$ cat config.mk
export PLATFORM = sky130hd
export DESIGN_NAME = dpt_timer
export DESIGN_NICKNAME = d
export VERILOG_FILES = /design/src/rtl/dpt_pkg.sv /design/src/rtl/dpt_timer.sv
export SDC_FILE = /design/constraint.sdc
export NUM_CORES = 1
export LEC_CHECK = 0
export BUFFER_PORTS_ARGS = -buffer_cell sky130_fd_sc_hd__buf_4
export CAP_MARGIN = 10
export CELL_PAD_IN_SITES_DETAIL_PLACEMENT = 1
export CELL_PAD_IN_SITES_GLOBAL_PLACEMENT = 2
export CORE_ASPECT_RATIO = 1.4
export CORE_MARGIN = 2
export CORE_UTILIZATION = 42
export CTS_CLUSTER_SIZE = 25
export DETAILED_ROUTE_END_ITERATION = 8
export PLACE_DENSITY = 0.87
export SYNTH_ARGS = -nofsm -noshare
export SYNTH_HDL_FRONTEND = slang
export SYNTH_SLANG_ARGS = --single-unit
$ cat constraint.sdc
create_clock -name clk -period 8.9 [get_ports clk]
set_input_delay 0.445 -clock clk [delete_from_list [all_inputs] [get_ports clk]]
set_output_delay 0.445 -clock clk [all_outputs]
set_load 0.005 [all_outputs]
$ cat src/rtl/dpt_pkg.sv
// package for the dual channel prescaled timer: register map and layouts
// assumes a 32-bit apb slave port and one 100 MHz clock
package dpt_pkg;
  localparam int unsigned DATA_W = 32;
  localparam int unsigned ADDR_W = 12;
  localparam int unsigned NUM_CH = 2;
  localparam int unsigned CNT_W = 16;
  localparam int unsigned PRE_W = 8;
  localparam int unsigned SEL_W = 2;
  // register byte offsets
  localparam logic [11:0] OFF_CTRL0 = 12'h000;
  localparam logic [11:0] OFF_LIMIT0 = 12'h004;
  localparam logic [11:0] OFF_COUNT0 = 12'h008;
  localparam logic [11:0] OFF_CTRL1 = 12'h010;
  localparam logic [11:0] OFF_LIMIT1 = 12'h014;
  localparam logic [11:0] OFF_COUNT1 = 12'h018;
  localparam logic [11:0] OFF_STATUS = 12'h020;
  localparam logic [11:0] OFF_MASK = 12'h024;
  localparam logic [11:0] CH_STRIDE = 12'h010;
  // control register fields
  localparam int unsigned CTRL_EN_BIT = 0;
  localparam int unsigned CTRL_MODE_BIT = 1;
  localparam int unsigned CTRL_SEL_LSB = 4;
  localparam int unsigned CTRL_PRE_LSB = 8;
  // reset values
  localparam logic [15:0] LIMIT_RST = 16'hffff;
  localparam logic [31:0] CTRL_RST = 32'h0000_0000;
  // input clock divide choices: 100 MHz /1, /4, /16, /64
  localparam logic [7:0] SEL_DIV0 = 8'h01;
  localparam logic [7:0] SEL_DIV1 = 8'h04;
  localparam logic [7:0] SEL_DIV2 = 8'h10;
  localparam logic [7:0] SEL_DIV3 = 8'h40;
  typedef enum logic {DPT_AUTO, DPT_SINGLE} dpt_mode_t;
  typedef struct packed {
    logic [PRE_W-1:0] pre;
    logic [SEL_W-1:0] sel;
    dpt_mode_t mode;
    logic en;
  } dpt_ctrl_t;
endpackage

$ cat src/rtl/dpt_timer.sv
// dual channel prescaled timer with apb slave, sticky status and mask
// assumes one clock clk (100 MHz), synchronous reset srst, apb master
// Notes on behaviour
// - two independent channels, each with 16-bit counter and own prescaler.
// - 8-bit prescaler divides selected clock by 1 to 256.
// - software picks prescaler input frequency through a control field.
// - auto-reload: at period end raise interrupt, clear counter, keep counting.
// - single-shot: at period end raise interrupt, stop, clear own enable.
// - timer is an apb slave; software configures it only over apb.
//
// The register addresses and the APB interface to the registers were left to the implementer.
`timescale 1ns/1ps
`default_nettype none
module dpt_timer (
  // clock and reset
  input wire logic clk,
  input wire logic srst,
  // apb slave
  input wire logic psel,
  input wire logic penable,
  input wire logic pwrite,
  input wire logic [dpt_pkg::ADDR_W-1:0] paddr,
  input wire logic [dpt_pkg::DATA_W-1:0] pwdata,
  output logic [dpt_pkg::DATA_W-1:0] prdata,
  output logic pready,
  output logic pslverr,
  // interrupt
  output logic irq
);
  localparam int unsigned NCH = dpt_pkg::NUM_CH;
  localparam int unsigned CW = dpt_pkg::CNT_W;
  localparam int unsigned PW = dpt_pkg::PRE_W;

  // the register layout only serves these sizes
  if (NCH != 2 || CW != 16 || PW != 8) begin : g_bad_size
    $error("timer sizes do not fit the register map");
  end
  if ($bits(dpt_pkg::dpt_ctrl_t) != 12) begin : g_bad_ctrl
    $error("control layout width wrong");
  end

  // place control fields at their register bit positions
  function automatic logic [31:0] ctrl_word(input dpt_pkg::dpt_ctrl_t c);
    logic [31:0] w;
    w = '0;
    w[dpt_pkg::CTRL_EN_BIT] = c.en;
    w[dpt_pkg::CTRL_MODE_BIT] = c.mode;
    w[dpt_pkg::CTRL_SEL_LSB +: dpt_pkg::SEL_W] = c.sel;
    w[dpt_pkg::CTRL_PRE_LSB +: dpt_pkg::PRE_W] = c.pre;
    return w;
  endfunction

  // selected divider for the input clock choice
  function automatic logic [7:0] sel_div(input logic [1:0] s);
    case (s)
      2'd0: sel_div = dpt_pkg::SEL_DIV0;
      2'd1: sel_div = dpt_pkg::SEL_DIV1;
      2'd2: sel_div = dpt_pkg::SEL_DIV2;
      default: sel_div = dpt_pkg::SEL_DIV3;
    endcase
  endfunction

  // apb decode; one wait-free access phase
  wire logic acc = psel && penable;
  wire logic wr = acc && pwrite;
  wire logic [11:0] a12 = 12'(paddr);
  wire logic hit_status = (a12 == dpt_pkg::OFF_STATUS);
  wire logic hit_mask = (a12 == dpt_pkg::OFF_MASK);
  wire logic [NCH-1:0] hit_ctrl;
  wire logic [NCH-1:0] hit_limit;
  wire logic [NCH-1:0] hit_count;

  dpt_pkg::dpt_ctrl_t ctrl_q [NCH];
  logic [CW-1:0] limit_q [NCH];
  logic [CW-1:0] cnt_q [NCH];
  logic [PW-1:0] pre_q [NCH];
  logic [7:0] sdiv_q [NCH];
  logic [NCH-1:0] status_q;
  logic [NCH-1:0] mask_q;
  logic [NCH-1:0] done;
  logic [NCH-1:0] tick;

  genvar g;
  generate
    for (g = 0; g < NCH; g++) begin : g_ch
      localparam logic [11:0] BASE = 12'(g) * dpt_pkg::CH_STRIDE;
      assign hit_ctrl[g] = (a12 == dpt_pkg::OFF_CTRL0 + BASE);
      assign hit_limit[g] = (a12 == dpt_pkg::OFF_LIMIT0 + BASE);
      assign hit_count[g] = (a12 == dpt_pkg::OFF_COUNT0 + BASE);
      wire logic en = ctrl_q[g].en;
      // source enable from the selected input clock divide
      wire logic [7:0] sdiv_top = sel_div(ctrl_q[g].sel) - 8'h01;
      wire logic src = en && (sdiv_q[g] == sdiv_top);
      // prescaler: field value n divides by n+1, so 1..256
      wire logic pre_wrap = src && (pre_q[g] == ctrl_q[g].pre);
      assign tick[g] = pre_wrap;
      assign done[g] = tick[g] && (cnt_q[g] == limit_q[g]);
      wire logic ctrl_wr = wr && hit_ctrl[g];

      always_ff @(posedge clk) begin
        // a control write restarts the whole period, dividers included
        if (srst || !en || ctrl_wr || src && sdiv_q[g] == sdiv_top) begin
          sdiv_q[g] <= 8'h00;
        end else begin
          sdiv_q[g] <= sdiv_q[g] + 8'h01;
        end
      end

      always_ff @(posedge clk) begin
        // without the write clear a smaller new ratio would skip to 256
        if (srst || !en || ctrl_wr || pre_wrap) begin
          pre_q[g] <= '0;
        end else if (src) begin
          pre_q[g] <= pre_q[g] + 8'h01;
        end
      end

      always_ff @(posedge clk) begin
        if (srst) begin
          ctrl_q[g] <= dpt_pkg::dpt_ctrl_t'(dpt_pkg::CTRL_RST[11:0]);
        end else if (ctrl_wr) begin
          // software write to enable beats the single-shot self clear
          ctrl_q[g] <= dpt_pkg::dpt_ctrl_t'(
            {pwdata[dpt_pkg::CTRL_PRE_LSB +: 8],
             pwdata[dpt_pkg::CTRL_SEL_LSB +: 2],
             pwdata[dpt_pkg::CTRL_MODE_BIT],
             pwdata[dpt_pkg::CTRL_EN_BIT]});
        end else if (done[g] && ctrl_q[g].mode == dpt_pkg::DPT_SINGLE) begin
          ctrl_q[g].en <= 1'b0;
        end
      end

      always_ff @(posedge clk) begin
        if (srst) begin
          limit_q[g] <= dpt_pkg::LIMIT_RST;
        end else if (wr && hit_limit[g]) begin
          limit_q[g] <= pwdata[CW-1:0];
        end
      end

      // counter restarts from zero on any control write; holds when stopped
      always_ff @(posedge clk) begin
        if (srst || ctrl_wr) begin
          cnt_q[g] <= '0;
        end else if (done[g]) begin
          cnt_q[g] <= '0;
        end else if (tick[g]) begin
          cnt_q[g] <= cnt_q[g] + 16'h0001;
        end
      end

      single_stop_a: assert property (@(posedge clk) disable iff (srst)
        done[g] && ctrl_q[g].mode == dpt_pkg::DPT_SINGLE && !ctrl_wr
        |=> !ctrl_q[g].en && cnt_q[g] == '0)
        else $error("single shot did not stop");
      auto_keep_a: assert property (@(posedge clk) disable iff (srst)
        done[g] && ctrl_q[g].mode == dpt_pkg::DPT_AUTO && !ctrl_wr
        |=> ctrl_q[g].en && cnt_q[g] == '0)
        else $error("auto reload did not keep running");
      cnt_step_a: assert property (@(posedge clk) disable iff (srst)
        tick[g] && !done[g] && !ctrl_wr
        |=> cnt_q[g] == $past(cnt_q[g]) + 16'h0001)
        else $error("counter step wrong");
      limit_end_a: assert property (@(posedge clk) disable iff (srst)
        done[g] |-> cnt_q[g] == limit_q[g] && tick[g])
        else $error("period end without limit match");
      pre_div_a: assert property (@(posedge clk) disable iff (srst)
        tick[g] |-> pre_q[g] == ctrl_q[g].pre && src)
        else $error("prescaler tick early");
      sel_rate_a: assert property (@(posedge clk) disable iff (srst)
        src && ctrl_q[g].sel == 2'd1 && $stable(ctrl_q[g])
        |=> !src [*3])
        else $error("input clock choice ignored");

      status_set_a: assert property (
        @(posedge clk) disable iff (srst)
        done[g] |=> status_q[g])
        else $error("period end did not set status");
      status_clr_a: assert property (
        @(posedge clk) disable iff (srst)
        wr && hit_status && pwdata[g] && !done[g] |=> !status_q[g])
        else $error("status not cleared by write one");
      status_hold_a: assert property (
        @(posedge clk) disable iff (srst)
        status_q[g] && !(wr && hit_status && pwdata[g]) |=> status_q[g])
        else $error("status bit not sticky");
      limit_wr_a: assert property (
        @(posedge clk) disable iff (srst)
        wr && hit_limit[g] |=> limit_q[g] == $past(pwdata[CW-1:0]))
        else $error("limit write lost");
      ctrl_restart_a: assert property (
        @(posedge clk) disable iff (srst)
        ctrl_wr |=> cnt_q[g] == '0)
        else $error("control write did not restart counter");
      cnt_hold_a: assert property (
        @(posedge clk) disable iff (srst)
        !tick[g] && !ctrl_wr |=> $stable(cnt_q[g]))
        else $error("counter moved without tick");
      off_still_a: assert property (
        @(posedge clk) disable iff (srst)
        !en |-> !tick[g])
        else $error("disabled channel ticked");
      pre_bound_a: assert property (
        @(posedge clk) disable iff (srst)
        pre_q[g] <= ctrl_q[g].pre)
        else $error("prescaler ran past its ratio");
      sdiv_bound_a: assert property (
        @(posedge clk) disable iff (srst)
        sdiv_q[g] <= sdiv_top)
        else $error("input divider ran past its choice");
    end
  endgenerate

  // sticky status: set wins over write-one-to-clear
  wire logic [NCH-1:0] st_clr = (wr && hit_status) ? pwdata[NCH-1:0] : '0;
  wire logic [NCH-1:0] status_d = (status_q & ~st_clr) | done;
  // irq uses the next mask too, so a mask write takes hold at once
  wire logic [NCH-1:0] mask_d = (wr && hit_mask) ? pwdata[NCH-1:0] : mask_q;
  always_ff @(posedge clk) begin
    if (srst) begin
      status_q <= '0;
    end else begin
      status_q <= status_d;
    end
  end

  always_ff @(posedge clk) begin
    if (srst) begin
      mask_q <= '0;
    end else begin
      mask_q <= mask_d;
    end
  end

  // read mux; unmapped addresses read zero and signal pslverr
  wire logic mapped = hit_status || hit_mask || (|hit_ctrl) ||
    (|hit_limit) || (|hit_count);
  logic [31:0] rd;
  always_comb begin
    rd = '0;
    if (hit_status) begin
      rd = 32'(status_q);
    end else if (hit_mask) begin
      rd = 32'(mask_q);
    end else begin
      for (int i = 0; i < NCH; i++) begin
        if (hit_ctrl[i]) rd = ctrl_word(ctrl_q[i]);
        else if (hit_limit[i]) rd = {16'h0, limit_q[i]};
        else if (hit_count[i]) rd = {16'h0, cnt_q[i]};
      end
    end
  end

  // registered answer: pready one cycle after setup, in the first access cycle
  always_ff @(posedge clk) begin
    if (srst) begin
      pready <= 1'b0;
      pslverr <= 1'b0;
      prdata <= '0;
      irq <= 1'b0;
    end else begin
      pready <= psel && !penable;
      pslverr <= psel && !penable && !mapped;
      prdata <= (psel && !penable && !pwrite) ? rd : '0;
      irq <= |(status_d & mask_d);
    end
  end

  apb_wait_a: assert property (@(posedge clk) disable iff (srst)
    psel && !penable |=> pready)
    else $error("apb answer not after one wait");
  irq_lvl_a: assert property (@(posedge clk) disable iff (srst)
    |(status_q & mask_q) |-> irq)
    else $error("irq low with unmasked status");
  irq_clear_a: assert property (
    @(posedge clk) disable iff (srst)
    !(|(status_q & mask_q)) |-> !irq)
    else $error("irq high with nothing unmasked");
  pready_pulse_a: assert property (
    @(posedge clk) disable iff (srst)
    pready |=> !pready)
    else $error("pready longer than one cycle");
  err_map_a: assert property (
    @(posedge clk) disable iff (srst)
    psel && !penable && !mapped |=> pslverr && pready)
    else $error("unmapped access without error");
  wr_rdata_a: assert property (
    @(posedge clk) disable iff (srst)
    psel && !penable && pwrite |=> prdata == '0)
    else $error("read data driven on a write");
endmodule
`default_nettype wire

[After elaboration in Yosys (flattened, before gate mapping)]
Memory sizes are Yosys's and may differ from the RTL's.
Index checks and enable logic that the tools add are counted.
Storage, ports and cells
  memories: 5
  output and inout port bits: 35
  bits in registers: 39
  word-level logic and storage cells: 191
  bits in writable memories: 120
  input bits: 49
Operators by class
  multiplexer cells: 82
  add/sub/neg operators: 8
  reductions and logical operators: 51
  equality and inequality tests: 17
  bitwise operators: 19
Memories
  cnt_q: depth 2, width 16, read ports 2, clocked after memory_dff 0, write ports 2, RTL line dpt_timer.sv:75  | logic [CW-1:0] cnt_q [NCH];
  limit_q: depth 2, width 16, read ports 2, clocked after memory_dff 0, write ports 2, RTL line dpt_timer.sv:74  | logic [CW-1:0] limit_q [NCH];
  ctrl_q: depth 2, width 12, read ports 2, clocked after memory_dff 0, write ports 2, RTL line dpt_timer.sv:73  | dpt_pkg::dpt_ctrl_t ctrl_q [NCH];
  pre_q: depth 2, width 8, read ports 2, clocked after memory_dff 0, write ports 2, RTL line dpt_timer.sv:76  | logic [PW-1:0] pre_q [NCH];
  sdiv_q: depth 2, width 8, read ports 2, clocked after memory_dff 0, write ports 2, RTL line dpt_timer.sv:77  | logic [7:0] sdiv_q [NCH];
Operators with widths (number)
  2-to-1 mux 16 bit: 12
  2-to-1 mux 1 bit: 58
  case mux 7 bit (3 select lines): 2
  == test 12 x 5 -> 1 bit (second input constant): 3
  adder 16 x 1 -> 16 bit (second input constant): 2
  adder 8 x 1 -> 8 bit (second input constant): 4
  == test 16 bit: 2
  == test 8 bit: 4
  2-to-1 mux 8 bit: 4
  == test 12 x 6 -> 1 bit (second input constant): 2
  2-to-1 mux 12 bit: 2
  logical AND 1 bit: 21
  subtractor 8 x 1 -> 8 bit (second input constant): 2
  logical OR 1 bit: 14
  OR 1 bit: 14
  == test 12 x 3 -> 1 bit (second input constant): 1
  == test 12 x 4 -> 1 bit (second input constant): 1
  logical NOT 12 bit: 1
  OR reduction 2 bit: 5
  OR reduction 9 bit: 1
  2-to-1 mux 2 bit: 4
  logical NOT 1 bit: 5
  OR reduction 5 bit: 1
  AND 2 bit: 2
  other kinds (7): 10

[Logic depth before layout (Yosys ltp)]
Gate-level depths: netlist (run 1).
An unclocked memory read counts as a cell.
  word-level depth: 14
  depth in mapped cells: 11
  gate-level depth less buffers: 9

[Worst setup path after synthesis (run 1)]
No wires, ideal clock.
  path type: reg-to-reg
  start point: memory ctrl_q[1][2] (netlist bit)
  end point: memory cnt_q[1][0] (netlist bit) (enable)
  arrival time: 2.647 ns
  required time: 8.489 ns
  cell stages (with the launch flop): 7
  setup slack: 5.841 ns
  cells stage by stage: edfxtp_1 or2_2 ha_1 xor2_1 and4_1 o21ai_2 o21ai_0
RTL lines (RTL line)
  start, declared: dpt_timer.sv:73
  end, declared: dpt_timer.sv:75

==> results of run 1 <==
-- routing by layer --
metal | routed length, um | vias to the layer above
met2 | 10880 | 165
li1 | - | 2596
met3 | 926 | 40
met1 | 8266 | 2825
met5 | 0 | -
met4 | 605 | 0
-- path summary, 6_finish.rpt --
check / start / end / slack [ns] / depth (start not counted)
worst max-delay path: paddr[2] / limit_q[1][10] / 5.75 / 6
worst min-delay path: psel / pready / 0.29 / 3
worst max register to register: ctrl_q[1][2] / pre_q[1][3] / 6.24 / 6
worst min register to register: sdiv_q[1][0] / sdiv_q[1][0] / 0.48 / 1
-- flip-flops by register name, summed over array words and instances (netlist names) --
name,flops
cnt_q,32
limit_q,32
ctrl_q,24
prdata,16
pre_q,16
sdiv_q,16
mask_q,2
status_q,2
irq,1
pready,1
pslverr,1
-- cell type report --
cell class | count | share of cell area [%]
Clock buffer | 21 | 5.536
Sequential cell | 143 | 44.86
Clock inverter | 11 | 0.7333
Tap cell | 240 | 3.451
Inverter | 13 | 0.5607
Timing Repair Buffer | 55 | 4.745
Multi-Input combinational cell | 538 | 40.12
-- cells in the mapped netlist, types with 4 or more instances --
master	count	area [um2]
sky130_fd_sc_hd__a21oi_2	6	52.55
sky130_fd_sc_hd__buf_2	11	55.05
sky130_fd_sc_hd__nand2b_1	37	231.5
sky130_fd_sc_hd__nand3_1	26	130.1
sky130_fd_sc_hd__nand2_1	48	180.2
sky130_fd_sc_hd__a22oi_1	6	45.04
sky130_fd_sc_hd__dfxtp_1	39	780.8
sky130_fd_sc_hd__a221oi_1	8	70.07
sky130_fd_sc_hd__a21oi_1	23	115.1
sky130_fd_sc_hd__edfxtp_1	104	3123
sky130_fd_sc_hd__nor3_1	6	30.03
sky130_fd_sc_hd__nand4_1	11	68.82
sky130_fd_sc_hd__xnor2_1	44	385.4
sky130_fd_sc_hd__nor2_1	111	416.7
sky130_fd_sc_hd__a22o_1	6	52.55
sky130_fd_sc_hd__nor4_1	7	43.79
sky130_fd_sc_hd__a2111oi_2	7	105.1
sky130_fd_sc_hd__nor3_2	4	40.04
sky130_fd_sc_hd__clkbuf_1	9	33.78
sky130_fd_sc_hd__xor2_1	58	508.0
sky130_fd_sc_hd__o21ai_0	12	60.06
sky130_fd_sc_hd__inv_1	12	45.04
sky130_fd_sc_hd__and3_1	12	75.07
sky130_fd_sc_hd__or3_1	7	43.79
sky130_fd_sc_hd__and2_1	28	175.2
sky130_fd_sc_hd__buf_4	17	127.6
sky130_fd_sc_hd__ha_1	8	100.1
-- worst register-to-register path: cells and delay by family, from the launching register on --
family / cells / cell delay, ns
adders and majority gates: 1 / 0.30
and+or+nand+nor: 3 / 1.12
AOI/OAI and AO/OA: 1 / 0.10
DFF: 1 / 0.51
xor gates and xnor gates: 1 / 0.15
-- report_power, final --
part | switching [mW] | internal [mW] | total, mW
sequential | 0.0276 | 0.737 | 0.764
combinational | 0.0559 | 0.0404 | 0.0963
clock | 0.283 | 0.383 | 0.667
-- metrics by stage --
| stage | setup WS [ns] | total power [mW] |
|---|---|---|
| floorplan | 5.841 | 0.8327 |
| global placement | 5.548 | 0.8674 |
| detailed placement | 5.290 | 0.8727 |
| CTS | 5.737 | 1.530 |
| global route | 5.454 | 1.571 |
| finish | 5.751 | 1.527 |
-- cells by family (layout without fill, tap and decap cells) --
group                      count (synthesis)  after routing  share of synthesized area [%]
buffers and inverters                     56            100                          4.185
AOI/OAI and AO/OA                         90             90                          9.433
xor gates and xnor gates                 102            102                          11.67
DFF                                      143            143                          51.01
muxes                                      4              4                         0.5395
adders and majority gates                  8              8                          1.308
other                                      1             16                        0.04900
and+or+nand+nor                          318            318                          21.81
-- cell usage in the layout, fill, tap and decap left out, types with 8 or more instances in the layout --
master / Yosys / layout
sky130_fd_sc_hd__and2_1: 28 / 28
sky130_fd_sc_hd__xnor2_1: 44 / 44
sky130_fd_sc_hd__buf_4: 17 / 55
sky130_fd_sc_hd__clkbuf_16: 0 / 18
sky130_fd_sc_hd__conb_1: 1 / 16
sky130_fd_sc_hd__ha_1: 8 / 8
sky130_fd_sc_hd__inv_1: 12 / 12
sky130_fd_sc_hd__a21oi_1: 23 / 23
sky130_fd_sc_hd__nand3_1: 26 / 26
sky130_fd_sc_hd__nand2b_1: 37 / 37
sky130_fd_sc_hd__and3_1: 12 / 12
sky130_fd_sc_hd__nor2_1: 111 / 111
sky130_fd_sc_hd__o21ai_0: 12 / 11
sky130_fd_sc_hd__a221oi_1: 8 / 8
sky130_fd_sc_hd__nand2_1: 48 / 48
sky130_fd_sc_hd__xor2_1: 58 / 58
sky130_fd_sc_hd__nand4_1: 11 / 11
sky130_fd_sc_hd__edfxtp_1: 104 / 104
sky130_fd_sc_hd__dfxtp_1: 39 / 39
==> results_tabular.tex, run 1 <==
\begin{tabular}{lr}
\hline
Metric & Value \\
\hline
\multicolumn{2}{l}{\textbf{Route}} \\
\quad Final Routed Wirelength & 20.68 mm \\
\quad Vias per std cell & 5.510 \\
\quad DRC violation count after routing & 0 \\
\quad Number of search-and-repair iterations in the first detailed-routing pass & 5 \\
\quad Final ANT Viol Nets & 0 \\
\quad Initial DRC count & 388 \\
\quad Routed length per instance & 20.26 um \\
\quad Count of vias placed by the detailed router & 5626 \\
\multicolumn{2}{l}{\textbf{Setup path}} \\
\quad Critical Path Fanout Max & 16 \\
\quad Startpoint Class & primary input \\
\quad Sequence of cells on the critical path & buf\_4 -> inv\_1 -> nor2\_1 -> nand2\_1 -> nor3\_2 -> nand2b\_1 \\
\quad Worst endpoint data arrival time & 3.28 ns \\
\quad Buffering stage count on the worst path with inverters included & 2 \\
\quad Slowest cell on the critical path & sky130\_fd\_sc\_hd\_\_nor3\_2 \\
\quad Req. time, crit path & 9.04 ns \\
\quad Critical setup path kind & primary input to flop \\
\quad Category of cells accounting for the largest share of critical-path delay & simple AND/OR/NAND/NOR gates \\
\quad Slowest Stage Delay on Critical Path & 0.94 ns \\
\quad Critical Path End Type & flop \\
\multicolumn{2}{l}{\textbf{Global route}} \\
\quad Number of antenna violations at the first check in global routing & 0 \\
\quad Via count of the first global-routing pass & 5944 \\
\quad First-pass GRT wire length & 32.98 mm \\
\quad Met1 usage & 26.09\% \\
\quad Remaining global-route overflow & 0 \\
\quad Total global-route track usage & 22.14\% \\
\quad Routing usage on met2 & 39.81\% \\
\quad Most Crowded Layer GR & met2 \\
\quad Global routing usage on met3 & 3.924\% \\
\quad Maximum number of pins on one net before global-route repair & 24 \\
\multicolumn{2}{l}{\textbf{Status}} \\
\quad Status & completed \\
\multicolumn{2}{l}{\textbf{Finish}} \\
\quad Synthesis-to-finish area growth & 13.70\% \\
\quad Number of inserted filler cells in the final layout & 2001 \\
\quad Share of final-layout standard cells stronger than drive strength 1 & 15.24\% \\
\quad Number of standard cells in the final layout excluding fillers & 1021 \\
\quad Total area of sequential cells & 0.003904 mm2 \\
\quad Total non-filler cell area in the finished layout & 0.008702 mm2 \\
\quad Nets@finish & 825 \\
\quad Util after Layout & 48.55\% \\
\quad Combined area of the multi-input logic cells & 0.003491 mm2 \\
\quad Diodes inserted & 0 \\
\multicolumn{2}{l}{\textbf{Clock tree}} \\
\quad Post-CTS setup buffer count & 0 \\
\quad Post-CTS Hold Buffers & 0 \\
\quad Clock network latency to the later pin of the worst-skew pair & 0.43 ns \\
\quad Number of resized instances in the post-cts repair step & 0 \\
\quad Largest buffer count on any clock path & 2 \\
\quad TritonCTS clock tree & built \\
\quad Total number of H-tree levels & 4 \\
\quad Clock tree root buffer cell & sky130\_fd\_sc\_hd\_\_clkbuf\_16 \\
\quad Clock-pin transition on the worst setup and hold timing paths & 0.06 ns \\
\quad Total clock buffers created by CTS & 17 \\
\quad Total clock sinks & 143 \\
\multicolumn{2}{l}{\textbf{Placed design}} \\
\quad Gp weighted congestion & 0.8687 \\
\quad Number of port buffers & 51 \\
\quad Cell Area, Placed & 0.008157 mm2 \\
\quad Placed cells & 989 \\
\quad Total half-perimeter wirelength after legalization and detailed placement & 15.43 mm \\
\multicolumn{2}{l}{\textbf{Hold path}} \\
\quad Tightest Hold Check Type & primary input to flop \\
\multicolumn{2}{l}{\textbf{STA}} \\
\quad Hold slack & 0.2908 ns \\
\quad Slew Viols, Final & 0 \\
\quad Final Skew & 0.01119 ns \\
\quad Time the worst path needs with I/O delays and setup & 3.149 ns \\
\quad Portion of the clock cycle consumed by the worst path in the final layout & 35.38\% \\
\quad Transition at the pin with the smallest max-transition slack & 1.087 ns \\
\quad Hold Violations, Final & 0 \\
\quad Relative slew margins & 26.97\% \\
\quad Fmax & 317.6 MHz \\
\quad RSZ-0062 raised after global routing & false \\
\quad Setup TNS & 0 ns \\
\quad Final setup violation count & 0 \\
\multicolumn{2}{l}{\textbf{Synthesis}} \\
\quad Async set-reset flop share out of synthesis & 0\% \\
\quad Yosys synthesis warning count & 0 \\
\quad Sequential cell area fraction in the yosys report & 51.01\% \\
\quad Avg Synthesized Cell Area & 10.60 um2 \\
\quad Post-synthesis instance area & 0.007654 mm2 \\
\quad Gate count of the mapped netlist & 722 \\
\quad Number of synthesized flops with an enable pin & 104 \\
\quad Number of distinct library cells after synthesis & 62 \\
\quad Total of flip-flops plus latches after synthesis & 143 \\
\quad Synth Flop Type & sky130\_fd\_sc\_hd\_\_edfxtp\_1 \\
\multicolumn{2}{l}{\textbf{Pwr}} \\
\quad Worst ir drop on vdd & 0.1009 mV \\
\quad Leakage & 3.012 nW \\
\quad Power density normalized to cell area & 175.5 mW/mm2 \\
\multicolumn{2}{l}{\textbf{Floorplan}} \\
\quad Effective utilization at floorplan & 42.70\% \\
\quad Row cnt & 58 \\
\quad Die Y-Extent & 163.7 um \\
\quad Placeable core area & 0.01792 mm2 \\
\quad IO Pins & 84 \\
\quad Die X & 118.1 um \\
\quad Die ar. & 0.01933 mm2 \\
\multicolumn{2}{l}{\textbf{Flow run}} \\
\quad Max-capacitance violation count & 0 \\
\hline
\end{tabular}
No activity file was read; power rests on OpenSTA's default activity.
==> run 2: changes to the inputs <==
Settings changed: ABC_AREA set to 1, CORE_UTILIZATION 42 to 32, PLACE_DENSITY 0.87 to 0.77.
Clock period 8.9 ns to 2.5 ns, I/O delays scaled along.
==> run 2 against run 1 <==
Compared with the run above: routed wire length up 15%; setup slack got worse by 5.5 ns; die area rose by 38%; first-iteration DRC count is 1.3% higher; largest power group unchanged.
==> results_tabular.tex, run 2 <==
\begin{tabular}{lr}
\hline
Metric & Value \\
\hline
\multicolumn{2}{l}{\textbf{STA}} \\
\quad Hold Violations, Final & 0 (unchanged) \\
\quad Hold slack & 0.03011 ns (-0.2607 ns) \\
\quad Final setup violation count & 0 (unchanged) \\
\quad Final Skew & 0.007180 ns (-0.004008 ns) \\
\quad Time the worst path needs with I/O delays and setup & 2.279 ns \\
\quad Fmax & 438.8 MHz \\
\quad Setup TNS & 0 ns (unchanged) \\
\quad RSZ-0062 raised after global routing & true \\
\quad Portion of the clock cycle consumed by the worst path in the final layout & 91.16\% \\
\quad Slew Viols, Final & 0 (unchanged) \\
\multicolumn{2}{l}{\textbf{Setup path}} \\
\quad Req. time, crit path & 2.77 ns (-6.27 ns) \\
\quad Critical Path End Type & flop \\
\quad Critical setup path kind & flop to flop \\
\quad Critical Path Fanout Max & 8 (-8) \\
\quad Startpoint Class & flop \\
\quad Worst endpoint data arrival time & 2.55 ns (-0.73 ns) \\
\multicolumn{2}{l}{\textbf{Synthesis}} \\
\quad Synth Flop Type & sky130\_fd\_sc\_hd\_\_edfxtp\_1 \\
\quad Post-synthesis simple-gate area fraction & 30.56\% (+8.8 points) \\
\quad Post-synthesis compound-gate area fraction & 4.872\% (-4.6 points) \\
\quad Largest family of logic cells by synthesized area & simple AND/OR/NAND/NOR gates \\
\quad Total of flip-flops plus latches after synthesis & 143 (unchanged) \\
\quad Yosys synthesis warning count & 0 (unchanged) \\
\quad Area share of the largest cell type after synthesis & 38.60\% (-2.2 points) \\
\quad Avg Synthesized Cell Area & 8.366 um2 (-21\%) \\
\quad Sequential cell area fraction in the yosys report & 48.25\% (-2.8 points) \\
\quad Fraction of synthesized cell area in xor and xnor cells & 5.954\% (-5.7 points) \\
\quad Gate count of the mapped netlist & 967 (+34\%) \\
\quad Async set-reset flop share out of synthesis & 0\% (unchanged) \\
\quad Adder-cell share of the synthesized area & 1.237\% (-0.071 points) \\
\quad Number of distinct library cells after synthesis & 44 (-29\%) \\
\quad Most area-consuming cells after synthesis & sky130\_fd\_sc\_hd\_\_edfxtp\_1, sky130\_fd\_sc\_hd\_\_dfxtp\_1, sky130\_fd\_sc\_hd\_\_nand2\_1 \\
\quad Most used standard cell by instance count after synthesis & sky130\_fd\_sc\_hd\_\_nand2\_1 \\
\quad Number of synthesized flops with an enable pin & 104 (unchanged) \\
\quad Top cell type by total area after synthesis & sky130\_fd\_sc\_hd\_\_edfxtp\_1 \\
\quad Most numerous cell types in the synthesized netlist & sky130\_fd\_sc\_hd\_\_nand2\_1, sky130\_fd\_sc\_hd\_\_nor2\_1, sky130\_fd\_sc\_hd\_\_inv\_1 \\
\quad Post-synthesis mux area share & 0\% (-0.54 points) \\
\quad Post-synthesis instance area & 0.008090 mm2 (+5.7\%) \\
\multicolumn{2}{l}{\textbf{Floorplan}} \\
\quad Die ar. & 0.02659 mm2 (+38\%) \\
\quad IO Pins & 84 (unchanged) \\
\quad Die X & 138.4 um (+17\%) \\
\quad Die Y-Extent & 192.1 um (+17\%) \\
\quad Row cnt & 68 (+17\%) \\
\quad Placeable core area & 0.02476 mm2 (+38\%) \\
\quad Effective utilization at floorplan & 32.68\% (-10 points) \\
\multicolumn{2}{l}{\textbf{Pwr}} \\
\quad Power density normalized to cell area & 575.0 mW/mm2 (+230\%) \\
\quad Worst ir drop on vdd & 0.4831 mV (+380\%) \\
\quad Leakage & 3.996 nW (+33\%) \\
\multicolumn{2}{l}{\textbf{Global route}} \\
\quad Total global-route track usage & 18.63\% (-3.5 points) \\
\quad Maximum number of pins on one net before global-route repair & 35 (+46\%) \\
\quad Via count of the first global-routing pass & 6817 (+15\%) \\
\quad Remaining global-route overflow & 0 (unchanged) \\
\quad Number of antenna violations at the first check in global routing & 0 (unchanged) \\
\quad First-pass GRT wire length & 37.47 mm (+14\%) \\
\multicolumn{2}{l}{\textbf{Clock tree}} \\
\quad Total clock sinks & 143 (unchanged) \\
\quad Largest buffer count on any clock path & 2 (unchanged) \\
\quad Clock-pin transition on the worst setup and hold timing paths & 0.06 ns (about the same) \\
\quad Total clock buffers created by CTS & 17 (unchanged) \\
\quad TritonCTS clock tree & built \\
\quad Clock network latency to the later pin of the worst-skew pair & 0.43 ns (about the same) \\
\quad Clock tree root buffer cell & sky130\_fd\_sc\_hd\_\_clkbuf\_16 \\
\quad Total number of H-tree levels & 4 (unchanged) \\
\multicolumn{2}{l}{\textbf{Route}} \\
\quad Count of vias placed by the detailed router & 6527 (+16\%) \\
\quad Routed length per instance & 17.38 um (-14\%) \\
\quad DRC violation count after routing & 0 (unchanged) \\
\quad Final ANT Viol Nets & 0 (unchanged) \\
\quad Final Routed Wirelength & 23.88 mm (+15\%) \\
\quad Number of search-and-repair iterations in the first detailed-routing pass & 4 (-1) \\
\quad Initial DRC count & 393 (+1.3\%) \\
\quad Vias per std cell & 4.750 (-14\%) \\
\multicolumn{2}{l}{\textbf{Finish}} \\
\quad Most common library cell in the layout ignoring fill and taps & sky130\_fd\_sc\_hd\_\_nand2\_1 \\
\quad Number of inserted filler cells in the final layout & 2972 (+49\%) \\
\quad Diodes inserted & 0 (unchanged) \\
\quad Most used cells in the layout excluding fill and tap cells & sky130\_fd\_sc\_hd\_\_nand2\_1, sky130\_fd\_sc\_hd\_\_nor2\_1, sky130\_fd\_sc\_hd\_\_inv\_1, sky130\_fd\_sc\_hd\_\_edfxtp\_1, sky130\_fd\_sc\_hd\_\_nand3\_1 \\
\quad Util after Layout & 38.32\% (-10 points) \\
\quad Share of final-layout standard cells stronger than drive strength 1 & 16.62\% (+1.4 points) \\
\quad Nets@finish & 1103 (+34\%) \\
\quad Largest registers in the final layout & cnt\_q: 32 flops, limit\_q: 32 flops, ctrl\_q: 24 flops \\
\quad Synthesis-to-finish area growth & 17.26\% \\
\multicolumn{2}{l}{\textbf{Flow run}} \\
\quad Max-capacitance violation count & 0 (unchanged) \\
\multicolumn{2}{l}{\textbf{Placed design}} \\
\quad Number of port buffers & 51 (unchanged) \\
\quad Gp weighted congestion & 0.8400 (-3.3\%) \\
\quad Total half-perimeter wirelength after legalization and detailed placement & 18.60 mm (+21\%) \\
\multicolumn{2}{l}{\textbf{Hold path}} \\
\quad Tightest Hold Check Type & primary input to flop \\
\multicolumn{2}{l}{\textbf{Status}} \\
\quad Status & completed \\
\hline
\end{tabular}
==> run 2: cell count changes after synthesis, sizes merged, moves of 8 or more <==
cell / delta
nor2: +60
xor2: -25
nand3: +50
nand2b: -37
a2111oi: -8
o21ai: +17
a221oi: -8
nand2: +164
xnor2: -22
and2: -26
and3: -12
nor3: +25
inv: +118
==> run 2: timing repair <==
item | CTS | global route
hold buffers | 6 | 0
setup buffers | 0 | 0
gates resized for setup | 0 | 2
setup endpoints to repair | 0 | 7
hold endpoints to repair | 12 | 0
==> run 2: logic make-up after synthesis <==
kind of cell               after synthesis
DFF                                    143
adders and majority gates                8
buffers and inverters                  166
and+or+nand+nor                        524
AOI/OAI and AO/OA                       70
other                                    1
xor gates and xnor gates                55
==> run 2: area by class of cell <==
| type | instances | area (um2) | share of cell area [%] |
|---|---|---|---|
| clock buffers | 19 | 454.2 | 4.788 |
| well taps | 315 | 394.1 | 4.155 |
| repair buffers | 78 | 625.6 | 6.595 |
| clock inverters | 13 | 85.08 | 0.8969 |
| flip-flops and latches | 143 | 3904 | 41.15 |
| inverters | 132 | 495.5 | 5.223 |
| multi-input cells | 674 | 3528 | 37.19 |
==> run 2: metrics by stage <==
stage | cell area, um2 | worst slack (ns) | std cells | total power [mW]
floorplan | 8147 | 0.01164 | 982 | 2.962
global placement | 8867 | 0.2438 | 1335 | 3.106
detailed placement | 8867 | 0.1846 | 1335 | 3.115
CTS | 9467 | 0.1619 | 1373 | 5.512
global route | 9487 | -0.01348 | 1374 | 5.651
finish | 9487 | 0.2209 | 1374 | 5.455
==> run 2: worst paths after layout <==
check,depth (start not counted),slack (ns),end,startpoint
max reg2reg,12,0.22,cnt_q[1][12],ctrl_q[1][3]
min reg2reg,1,0.48,sdiv_q[1][0],sdiv_q[1][0]
min,4,0.03,prdata[0],pwrite
max,12,0.22,cnt_q[1][12],ctrl_q[1][3]
==> run 2: where the power goes <==
| part | leakage [nW] | switching, mW | internal, mW |
|---|---|---|---|
| Combinational | 2.36 | 0.228 | 0.138 |
| Clock | 0.259 | 1.07 | 1.32 |
| Sequential | 1.37 | 0.0815 | 2.62 |
==> run 2: routing by layer <==
| layer | track usage (%) | vias up | part of all wire [%] |
|---|---|---|---|
| met5 | 0 | - | 0 |
| met3 | 3.341 | 39 | 3.4 |
| met2 | 34.86 | 122 | 53 |
| met1 | 20.35 | 3126 | 40 |
| li1 | - | 3240 | - |
| met4 | 8.791 | 0 | 3.9 |
==> run 2: worst max-delay path, stage by stage, from the launching register on <==
cell and delay, ns:
sky130_fd_sc_hd__edfxtp_1 0.44, sky130_fd_sc_hd__nor2_1 0.15, sky130_fd_sc_hd__inv_1 0.07, sky130_fd_sc_hd__ha_1 0.30, sky130_fd_sc_hd__nand2_1 0.06, sky130_fd_sc_hd__inv_1 0.03, sky130_fd_sc_hd__nor2_1 0.07, sky130_fd_sc_hd__nand3_1 0.11
sky130_fd_sc_hd__nor2_4 0.12, sky130_fd_sc_hd__nand3_4 0.10, sky130_fd_sc_hd__nor2_4 0.26, sky130_fd_sc_hd__nand3_4 0.20, sky130_fd_sc_hd__nor3_1 0.18
